<file path="config.mk">
export PLATFORM = sky130hd
export DESIGN_NAME = smg_receiver
export DESIGN_NICKNAME = d
export VERILOG_FILES = /design/src/core/smg_pkg.sv /design/src/core/smg_sync.sv /design/src/core/smg_receiver.sv
export VERILOG_INCLUDE_DIRS = /design/src /design/src/core
export SDC_FILE = /design/constraint.sdc
export NUM_CORES = 1
export LEC_CHECK = 0
export CAP_MARGIN = 10
export CORE_ASPECT_RATIO = 0.6
export CORE_MARGIN = 1.5
export CORE_UTILIZATION = 42
export CTS_BUF_LIST = sky130_fd_sc_hd__clkbuf_8 sky130_fd_sc_hd__clkbuf_16
export DETAILED_ROUTE_END_ITERATION = 16
export DONT_BUFFER_PORTS = 1
export GPL_TIMING_DRIVEN = 0
export PLACE_DENSITY = 0.67
export SKIP_LAST_GASP = 1
export SLEW_MARGIN = 20
export SYNTH_ARGS = -nofsm -noshare
export SYNTH_HDL_FRONTEND = slang
export SYNTH_SLANG_ARGS = --single-unit
</file>
<file path="constraint.sdc">
create_clock -name i_clk_sys -period 1.8 [get_ports i_clk_sys]
set_input_delay 0.27 -clock i_clk_sys [delete_from_list [all_inputs] [get_ports i_clk_sys]]
set_output_delay 0.27 -clock i_clk_sys [all_outputs]
set_load 0.005 [all_outputs]
</file>
<file path="src/core/smg_regs.svh">
// register layout, reset values and bit count for the serial mode and gain receiver
`ifndef SMG_REGS_SVH
`define SMG_REGS_SVH
`define SMG_WORD_BITS      8
`define SMG_MODE_LSB       0
`define SMG_MODE_MSB       2
`define SMG_GAIN_LSB       3
`define SMG_GAIN_MSB       7
`define SMG_MODE_RST       3'h0
`define SMG_GAIN_RST       5'h00
`define SMG_MODE_STANDBY   3'h0
`define SMG_CNT_FULL       4'h8
`endif

</file>
<file path="src/core/smg_pkg.sv">
// types shared by the serial mode and gain receiver
package smg_pkg;
	typedef logic [2:0] smg_mode_t;
	typedef logic [4:0] smg_gain_t;
	typedef logic [7:0] smg_word_t;
endpackage

</file>
<file path="src/core/smg_sync.sv">
// two flip-flop synchroniser for one pin, with edge flags taken after the second stage
module smg_sync
(
	input  wire logic i_clk_sys,
	input  wire logic i_resetn,
	input  wire logic i_pin,
	output logic      o_level,
	output logic      o_rise,
	output logic      o_fall
);
	typedef struct packed
	{
		logic s1;
		logic s2;
		logic s3;
	} smg_sync_s;
	smg_sync_s st_r;
	smg_sync_s st_nxt;
	// shift the pin through the stages
	always_comb
	begin
		st_nxt    = st_r;
		st_nxt.s1 = i_pin;
		st_nxt.s2 = st_r.s1;
		st_nxt.s3 = st_r.s2;
	end
	always_ff @(posedge i_clk_sys or negedge i_resetn)
	begin
		if (!i_resetn)
			st_r <= '0;
		else
			st_r <= st_nxt;
	end
	// edges are seen only between stages two and three
	assign o_level = st_r.s2;
	assign o_rise  = st_r.s2 & ~st_r.s3;
	assign o_fall  = ~st_r.s2 & st_r.s3;
endmodule

</file>
<file path="src/core/smg_receiver.sv">
// serial mode and gain control receiver: shift register, bit counter, latch on strobe fall
`include "smg_regs.svh"
module smg_receiver
(
	input  wire logic             i_clk_sys,
	input  wire logic             i_resetn,
	input  wire logic             i_serial_clk,
	input  wire logic             i_serial_data,
	input  wire logic             i_load_strobe_n,
	output smg_pkg::smg_mode_t    o_mode,
	output smg_pkg::smg_gain_t    o_gain,
	output logic                  o_standby,
	output logic                  o_wake_start
);
	// all receiver state, registered as one word
	typedef struct packed
	{
		smg_pkg::smg_word_t shift;
		logic [3:0]         cnt;
		smg_pkg::smg_mode_t mode;
		smg_pkg::smg_gain_t gain;
		logic               standby;
		logic               wake;
	} smg_state_s;
	smg_state_s st_r;
	smg_state_s st_nxt;
	// synchronised levels and edges of the three pins
	logic       sclk_rise;
	logic       data_lvl;
	logic       strobe_lvl;
	logic       strobe_fall;
	// pins cross into the system clock through two flops each
	smg_sync u_sclk
	(
		.i_clk_sys (i_clk_sys),
		.i_resetn  (i_resetn),
		.i_pin     (i_serial_clk),
		.o_level   (),
		.o_rise    (sclk_rise),
		.o_fall    ()
	);
	smg_sync u_data
	(
		.i_clk_sys (i_clk_sys),
		.i_resetn  (i_resetn),
		.i_pin     (i_serial_data),
		.o_level   (data_lvl),
		.o_rise    (),
		.o_fall    ()
	);
	smg_sync u_strb
	(
		.i_clk_sys (i_clk_sys),
		.i_resetn  (i_resetn),
		.i_pin     (i_load_strobe_n),
		.o_level   (strobe_lvl),
		.o_rise    (),
		.o_fall    (strobe_fall)
	);
	// next-state: shift on clock rise, latch on strobe fall
	always_comb
	begin
		st_nxt        = st_r;
		st_nxt.wake   = 1'h0;
		if (strobe_fall)
		begin
			if (st_r.cnt == `SMG_CNT_FULL)
			begin
				// both fields change in one step
				st_nxt.mode    = st_r.shift[`SMG_MODE_MSB:`SMG_MODE_LSB];
				st_nxt.gain    = st_r.shift[`SMG_GAIN_MSB:`SMG_GAIN_LSB];
				st_nxt.standby = (st_r.shift[`SMG_MODE_MSB:`SMG_MODE_LSB]
					== `SMG_MODE_STANDBY);
				st_nxt.wake    = st_r.standby & (st_r.shift[`SMG_MODE_MSB:`SMG_MODE_LSB]
					!= `SMG_MODE_STANDBY);
			end
			st_nxt.cnt = 4'h0;
		end
		else if (strobe_lvl)
		begin
			// a fresh sequence counts from zero while strobe is high
			if (sclk_rise && st_r.cnt < `SMG_CNT_FULL)
			begin
				// lsb arrives first, so new bits enter at the top
				st_nxt.shift = {data_lvl, st_r.shift[7:1]};
				st_nxt.cnt   = st_r.cnt + 4'h1;
			end
		end
		else
			st_nxt.cnt = 4'h0;
	end
	// asynchronous reset stands in for power-on reset
	always_ff @(posedge i_clk_sys or negedge i_resetn)
	begin
		if (!i_resetn)
		begin
			st_r         <= '0;
			st_r.mode    <= `SMG_MODE_RST;
			st_r.gain    <= `SMG_GAIN_RST;
			st_r.standby <= 1'h1;
		end
		else
			st_r <= st_nxt;
	end
	assign o_mode       = st_r.mode;
	assign o_gain       = st_r.gain;
	assign o_standby    = st_r.standby;
	assign o_wake_start = st_r.wake;
	// a full word on strobe fall reaches the outputs on the next edge
	property p_latch;
		@(posedge i_clk_sys) disable iff (!i_resetn)
		(strobe_fall && st_r.cnt == `SMG_CNT_FULL) |=>
			({o_gain, o_mode} == $past(st_r.shift));
	endproperty
	a_latch: assert property (p_latch) else $error("word not latched");
	property p_short_hold;
		@(posedge i_clk_sys) disable iff (!i_resetn)
		(strobe_fall && st_r.cnt != `SMG_CNT_FULL) |=> $stable(o_mode) && $stable(o_gain);
	endproperty
	a_short_hold: assert property (p_short_hold) else $error("short word latched");
	property p_cnt_cap;
		@(posedge i_clk_sys) disable iff (!i_resetn)
		st_r.cnt <= `SMG_CNT_FULL;
	endproperty
	a_cnt_cap: assert property (p_cnt_cap) else $error("bit count overran");
	property p_ignore;
		@(posedge i_clk_sys) disable iff (!i_resetn)
		(st_r.cnt == `SMG_CNT_FULL && !strobe_fall) |=> $stable(st_r.shift);
	endproperty
	a_ignore: assert property (p_ignore) else $error("extra bit shifted");
	property p_shift;
		@(posedge i_clk_sys) disable iff (!i_resetn)
		(sclk_rise && strobe_lvl && !strobe_fall && st_r.cnt < `SMG_CNT_FULL) |=>
			(st_r.shift[7] == $past(data_lvl) && st_r.cnt == $past(st_r.cnt) + 4'h1);
	endproperty
	a_shift: assert property (p_shift) else $error("bit not captured");
	property p_clear;
		@(posedge i_clk_sys) disable iff (!i_resetn)
		(!strobe_lvl) |=> (st_r.cnt == 4'h0);
	endproperty
	a_clear: assert property (p_clear) else $error("counter not cleared");
	property p_standby;
		@(posedge i_clk_sys) disable iff (!i_resetn)
		o_standby == (o_mode == `SMG_MODE_STANDBY);
	endproperty
	a_standby: assert property (p_standby) else $error("standby mismatch");
	property p_wake;
		@(posedge i_clk_sys) disable iff (!i_resetn)
		o_wake_start |-> ($past(o_standby) && !o_standby);
	endproperty
	a_wake: assert property (p_wake) else $error("wake without leaving standby");
	// a wake pulse lasts a single cycle
	property p_wake_pulse;
		@(posedge i_clk_sys) disable iff (!i_resetn)
		o_wake_start |=> !o_wake_start;
	endproperty
	a_wake_pulse: assert property (p_wake_pulse) else $error("wake pulse too long");
	// a full word that leaves standby must raise the wake pulse
	property p_wake_cause;
		@(posedge i_clk_sys) disable iff (!i_resetn)
		(strobe_fall && st_r.cnt == `SMG_CNT_FULL && o_standby &&
			st_r.shift[`SMG_MODE_MSB:`SMG_MODE_LSB] != `SMG_MODE_STANDBY) |=> o_wake_start;
	endproperty
	a_wake_cause: assert property (p_wake_cause) else $error("wake pulse missing");
	// a wake pulse only ever follows a valid latch
	property p_wake_latch;
		@(posedge i_clk_sys) disable iff (!i_resetn)
		!(strobe_fall && st_r.cnt == `SMG_CNT_FULL) |=> !o_wake_start;
	endproperty
	a_wake_latch: assert property (p_wake_latch) else $error("stray wake pulse");
	// a full word with mode zero puts the amplifier into standby
	property p_latch_standby;
		@(posedge i_clk_sys) disable iff (!i_resetn)
		(strobe_fall && st_r.cnt == `SMG_CNT_FULL &&
			st_r.shift[`SMG_MODE_MSB:`SMG_MODE_LSB] == `SMG_MODE_STANDBY) |=> o_standby;
	endproperty
	a_latch_standby: assert property (p_latch_standby) else $error("standby not entered");
	// no wake pulse while standby is held
	property p_standby_quiet;
		@(posedge i_clk_sys) disable iff (!i_resetn)
		o_standby |-> !o_wake_start;
	endproperty
	a_standby_quiet: assert property (p_standby_quiet) else $error("wake in standby");
	// settings move only after a strobe fall
	property p_hold;
		@(posedge i_clk_sys) disable iff (!i_resetn)
		!strobe_fall |=> $stable(o_mode) && $stable(o_gain) && $stable(o_standby);
	endproperty
	a_hold: assert property (p_hold) else $error("settings moved without latch");
	// while the strobe is low nothing enters the shift register
	property p_low_quiet;
		@(posedge i_clk_sys) disable iff (!i_resetn)
		!strobe_lvl |=> $stable(st_r.shift);
	endproperty
	a_low_quiet: assert property (p_low_quiet) else $error("shift with strobe low");
	// while the strobe is high, without a serial clock rise the register and the count stand still
	property p_no_rise;
		@(posedge i_clk_sys) disable iff (!i_resetn)
		(strobe_lvl && !sclk_rise) |=> $stable(st_r.shift) && $stable(st_r.cnt);
	endproperty
	a_no_rise: assert property (p_no_rise) else $error("shift without clock rise");
	// the count only steps up by one or returns to zero
	property p_cnt_step;
		@(posedge i_clk_sys) disable iff (!i_resetn)
		(st_r.cnt != $past(st_r.cnt)) |->
			(st_r.cnt == $past(st_r.cnt) + 4'h1 || st_r.cnt == 4'h0);
	endproperty
	a_cnt_step: assert property (p_cnt_step) else $error("bit count jumped");
	// reset leaves the settings in standby with a cleared count
	property p_reset_state;
		@(posedge i_clk_sys)
		!i_resetn |=> (o_mode == `SMG_MODE_RST && o_gain == `SMG_GAIN_RST && o_standby &&
			!o_wake_start && st_r.cnt == 4'h0);
	endproperty
	a_reset_state: assert property (p_reset_state) else $error("reset state wrong");
endmodule

</file>
==> results of run 1 <==
## synth_stat cells
master | count | share of area
nand2_1 | 2 | 0.0062
nor3b_4 | 1 | 0.015
xnor2_1 | 1 | 0.0072
dfstp_2 | 1 | 0.022
and2_1 | 1 | 0.0051
nor3b_1 | 1 | 0.0062
inv_1 | 2 | 0.0062
buf_4 | 8 | 0.049
mux2_2 | 9 | 0.083
nor3_1 | 1 | 0.0041
nand2b_1 | 1 | 0.0051
dfrtp_1 | 29 | 0.60
nor2b_1 | 1 | 0.0051
and2_4 | 1 | 0.0072
ha_1 | 2 | 0.021
nand4_2 | 1 | 0.010
mux2_4 | 8 | 0.099
nor2_1 | 2 | 0.0062
o21a_1 | 1 | 0.0062
nand4b_1 | 1 | 0.0072
buf_12 | 1 | 0.016
mux2i_1 | 2 | 0.016
## metal layers
metal,track usage,vias to the layer above,share of wire
met3,0.0781,2,0.066
met5,0,-,0
li1,-,270,-
met4,0.0566,0,0.0056
met2,0.156,14,0.39
met1,0.166,270,0.54
## how the worst max path moves through the flow
stage	from	endpoint	slack, ps
finish	st_r[10]	o_gain[4]	280
global route	st_r[10]	o_gain[4]	150
CTS	st_r[10]	o_gain[4]	260
detailed placement	st_r[10]	o_gain[3]	280
global placement	st_r[10]	o_mode[0]	300
floorplan	st_r[13]	st_r[14]	410
## metrics by stage
step,hold slack [ps],power (mW),cell area [um2],worst slack (ps)
after floorplan,-25.6,0.966,1220,410
after global placement,-24.9,0.998,1260,300
after detailed placement,-24.9,1.01,1260,278
after CTS,12.8,1.65,1400,260
after global routing,1.71,1.72,1410,154
final,27.1,1.63,1410,280
## sequential cells by signal, indices dropped and copies added, names as in the netlist
register	flops
u_strb.st_r	1
u_strb.st_nxt	1
o_mode	3
u_sclk.o_level	1
o_gain	5
st_r	12
u_data.st_nxt	1
u_strb.o_level	1
o_standby	1
u_sclk.st_r	1
u_sclk.st_nxt	1
o_wake_start	1
u_data.o_level	1
## cell families (layout without fill, tap and decap cells)
group,count (synthesis),count (layout),synth area share
AO/OA/AOI/OAI,1,1,0.00617
XOR/XNOR,1,1,0.00720
adder cells (fa/ha/maj),2,2,0.0206
buffers and inverters,11,22,0.0719
flip-flops,30,30,0.618
multiplexers,19,19,0.198
AND/OR/NAND/NOR,13,13,0.0781
## critical path, delay by kind of cell (launching register included)
kind / cells / cell delay (ps)
adders and majority gates: 1 / 190
buffers and inverters: 1 / 110
DFF: 1 / 410
muxes: 1 / 380
and+or+nand+nor: 1 / 320
## power groups by stage
stage / combinational (mW) / sequential [mW] / clock [mW]
6_report: 0.180 / 0.836 / 0.614
5_1_grt: 0.193 / 0.853 / 0.670
4_1_cts: 0.181 / 0.836 / 0.632
3_5_place_dp: 0.161 / 0.848 / 0
3_3_place_gp: 0.155 / 0.843 / 0
2_1_floorplan: 0.146 / 0.821 / 0
## layout make-up
type,instances,share of cell area
sequential,30,0.534
timing repair buffer,3,0.0284
tap,32,0.0284
multi-input combinational,36,0.268
buffer,9,0.0569
inverter,2,0.00533
clock buffer,8,0.0782
==> flow_summary.json, run 1 <==
{
  "synth_area_um2": 1220,
  "drt_iter0_markers": 16,
  "clk_pin_slew_ps": 60,
  "routed_wl_um": 1600,
  "hold_class": "input port to flip-flop",
  "seq_area_um2": 752,
  "slew_headroom": 0.760,
  "initial_core_util": 0.463,
  "dieArea_um2": 3240,
  "post_cts_buffers": 0,
  "crit_chain": "inv_1 -> ha_1 -> nand4_2 -> mux2_2",
  "internal_power_mw": 1.27,
  "nFillCells": 229,
  "cts_max_path_buffers": 2,
  "utilization": 0.536,
  "grt_max_degree": 31,
  "antenna-diode-count": 0,
  "reg2reg_depth": 4,
  "ys_ff_latch": 30,
  "chipWidth_um": 72.5,
  "fin_cells": 120,
  "cts-resized-gates": 0,
  "period_needed_ps": 1520,
  "coreArea_um2": 2630,
  "crit_fanout": 10,
  "r2r-end": "o_gain[4]",
  "cts-hold-fix-buffers": 2,
  "layout.cells.most_common": "dfrtp_1",
  "via_per_inst": 4.63,
  "first_pass_iters": 4,
  "clock-sinks": 30,
  "fmax_ghz": 0.658,
  "crit_arrival_ps": 1670,
  "hold_depth": 0,
  "netlist_instances": 77,
  "cp_slowest_stage_delay_ps": 410,
  "rows": 14,
  "gp_congestion": 0.780,
  "synthToLayoutAreaGrowth_pct": 15.6,
  "syn_nets": 84,
  "power.switching_uw": 359,
  "grt_overflow_total": 0,
  "layout.nets": 94,
  "antenna_found_initial": 0,
  "grt_pass1_wl_um": 2730,
  "mostFrequentLayoutCells": "29 x dfrtp_1, 9 x mux2_2, 8 x mux2_4, 8 x buf_4, 8 x clkbuf_8",
  "switching_share": 0.220,
  "worstSetupPathType": "flip-flop to flip-flop",
  "slew_violations": 0,
  "cts_buffers": 5,
  "synth_seq_area_share": 0.618,
  "worst_slew_pin_slew_ps": 359,
  "ctsHtreeMaxLevel": 2,
  "ys.warnings.count": 0,
  "yosysUniqueCellTypes": 22,
  "first_global_vias": 554,
  "worstHoldEndpoint": "u_sclk.st_nxt[1]",
  "cp-end-kind": "flip-flop",
  "multi_input_area_um2": 378,
  "drtAntennaViolNets": 0,
  "vias": 556,
  "clkPwrFrac": 0.376,
  "io_buffer_count": 0,
  "outcome": "completed",
  "fin_crit_sh": 0.845,
  "dp_hpwl_um": 1100,
  "skew_ps": 5.87,
  "clk_latency_ps": 270,
  "drive_gt1_frac": 0.443,
  "rsz0062_at_grt": "false",
  "root_buffer": "clkbuf_8",
  "fin_setup_tns_ps": 0,
  "slowest_stage": "dfrtp_1",
  "ir_worst_vdd_mv": 0.662,
  "setup_viol": 0,
  "hold_start": "i_serial_clk",
  "final_hold_viol_count": 0,
  "comb_power_share": 0.111,
  "syn_area_per_cell_um2": 15.8,
  "dp_cells": 109,
  "max_cap_viol_count": 0,
  "drc": 0,
  "cts_tree": "yes",
  "r2r_start": "st_r[10]",
  "p_seq_frac": 0.513,
  "p_leak_nw": 0.686,
  "wl_per_cell_um": 13.3,
  "p_per_area_nw_per_um2": 1160,
  "die-height_um": 44.7,
  "cp-start-kind": "flip-flop",
  "grt_use_total": 0.124,
  "worstPathRequired_ps": 1950,
  "r2r_slack_ps": 280,
  "io_pins": 15
}
No activity file was read; power rests on OpenSTA's default activity.
==> run 2: changes to the inputs <==
==> constraint.sdc (replaced) <==
create_clock -name i_clk_sys -period 1.56 [get_ports i_clk_sys]
set_input_delay 0.234 -clock i_clk_sys [delete_from_list [all_inputs] [get_ports i_clk_sys]]
set_output_delay 0.234 -clock i_clk_sys [all_outputs]
set_load 0.005 [all_outputs]
==> run 2 against run 1 <==
  * Clock skew is 0.78 ps lower
  * Setup slack worse by 210 ps
  * Total power is 15% higher
  * Critical endpoint is now st_r[19]
  * Largest cell class unchanged
  * Largest power group unchanged
==> flow_summary.json, run 2 (same netlist as run 1, synthesis figures left out) <==
{
  "outcome": "completed",
  "die-height_um": 44.7,
  "vias": 568,
  "rsz0062_at_grt": "true",
  "dp_hpwl_um": 1100,
  "chipWidth_um": 72.5,
  "crit_chain": "nor3b_4 -> and2_4 -> buf_12 -> mux2_4",
  "p_leak_nw": 0.694,
  "clkPwrFrac": 0.375,
  "hold_class": "flip-flop to flip-flop",
  "clk_latency_ps": 270,
  "io_pins": 15,
  "layout.nets": 96,
  "fin_ws_ps": 69.9,
  "slowest_stage": "dfrtp_1",
  "io_buffer_count": 0,
  "initial_core_util": 0.463,
  "comb_power_share": 0.113,
  "cts_tree": "yes",
  "largest_register_ffs": 12,
  "max_cap_viol_count": 0,
  "root_buffer": "clkbuf_8",
  "utilization": 0.547,
  "power_mw": 1.88,
  "fmax_ghz": 0.671,
  "p_per_area_nw_per_um2": 1310,
  "coreArea_um2": 2630,
  "routed_wl_um": 1610,
  "slew_violations": 0,
  "power.switching_uw": 412,
  "switching_share": 0.219,
  "p_seq_frac": 0.512,
  "mostFrequentLayoutCells": "29 x dfrtp_1, 9 x mux2_2, 8 x mux2_4, 8 x buf_4, 8 x clkbuf_8",
  "dieArea_um2": 3240,
  "dp_cells": 109,
  "largest-register": "st_r",
  "critical-path-top-delay-family": "simple AND/OR/NAND/NOR gates",
  "drt_iter0_markers": 18,
  "via_per_inst": 4.66,
  "drtAntennaViolNets": 0,
  "gp_congestion": 0.780,
  "worstSetupPathType": "flip-flop to flip-flop",
  "cts_buffers": 5,
  "grt_overflow_total": 0,
  "ir_worst_vdd_mv": 0.762,
  "antenna-diode-count": 0,
  "cp_slowest_stage_delay_ps": 440,
  "antenna_found_initial": 0,
  "grt_max_degree": 31,
  "worst_slew_pin_slew_ps": 274,
  "cp-start-kind": "flip-flop",
  "crit_fanout": 8,
  "clk_pin_slew_ps": 60,
  "grt_use_total": 0.127,
  "slew_headroom": 0.816,
  "drive_gt1_frac": 0.433,
  "cp.buffers_inverters": 1,
  "ctsHtreeMaxLevel": 2,
  "pre_cts_ws_ps": 38.2,
  "first_pass_iters": 4,
  "skew_ps": 5.09,
  "fin_crit_sh": 0.955,
  "final_hold_viol_count": 0,
  "first_global_vias": 579,
  "rows": 14,
  "drc": 0,
  "wl_per_cell_um": 13.2,
  "crit_arrival_ps": 1650,
  "worstPathRequired_ps": 1710,
  "clock-sinks": 30,
  "cts_max_path_buffers": 2,
  "fin_cells": 122,
  "internal_power_mw": 1.47,
  "cp-end-kind": "flip-flop",
  "grt_pass1_wl_um": 2810,
  "period_needed_ps": 1490,
  "synthToLayoutAreaGrowth_pct": 18.0,
  "setup_viol": 0,
  "layout.cells.most_common": "dfrtp_1"
}
run 2: changes by cell type in the layout (fill, tap and decap cells not counted), sizes merged:
cell / change
dlygate4sd3: +2
run 2: routing by layer:
metal	routed length (um)	global-route usage
met4	9	0.0566
met2	644	0.167
met1	853	0.166
met3	99	0.0781
met5	0	0
run 2: metrics by stage:
stage / cell area [um2] / setup TNS, ps / hold slack [ps]
2_1_floorplan: 1220 / 0 / -61.6
3_3_place_gp: 1260 / 0 / -60.9
3_5_place_dp: 1260 / 0 / -60.9
4_1_cts: 1430 / 0 / 348
5_1_grt: 1440 / -9.62 / 354
6_report: 1440 / 0 / 347
run 2: final timing paths:
| kind | start | endpoint | slack [ps] | cells past startpoint |
|---|---|---|---|---|
| worst max register to register | st_r[13] | st_r[19] | 70 | 4 |
| min in group asynchronous | i_resetn | o_gain[4] | 400 | 2 |
| worst min register to register | u_strb.st_nxt[1] | u_strb.o_level | 350 | 0 |
| max in group asynchronous | i_resetn | o_standby | 920 | 2 |
| worst min-delay path | u_strb.st_nxt[1] | u_strb.o_level | 350 | 0 |
| worst max-delay path | st_r[13] | st_r[19] | 70 | 4 |
run 2: worst reg2reg max path, cell delays in order (launching register included):
cell and delay (ps):
dfrtp_1 440, nor3b_4 310, and2_4 200, buf_12 130, mux2_4 300
run 2: power groups by stage:
| stage | clock (mW) | combinational (mW) | sequential [mW] |
|---|---|---|---|
| 2_1_floorplan | 0 | 0.168 | 0.947 |
| 3_3_place_gp | 0 | 0.179 | 0.973 |
| 3_5_place_dp | 0 | 0.185 | 0.978 |
| 4_1_cts | 0.729 | 0.215 | 0.965 |
| 5_1_grt | 0.780 | 0.228 | 0.984 |
| 6_report | 0.705 | 0.212 | 0.964 |
run 2: cell type report:
type,instances,area (um2)
buffer,9,80.1
clock buffer,8,110
fill,226,1190
inverter,2,7.51
multi-input combinational,36,387
sequential,30,752
tap,32,40.0
timing repair buffer,5,60.1
run 2: repair_timing:
action                     CTS  global route
hold buffers                 5             0
hold endpoints to repair    33             0
resized for setup            0             1
setup endpoints to repair    0             9
setup buffers                0             0
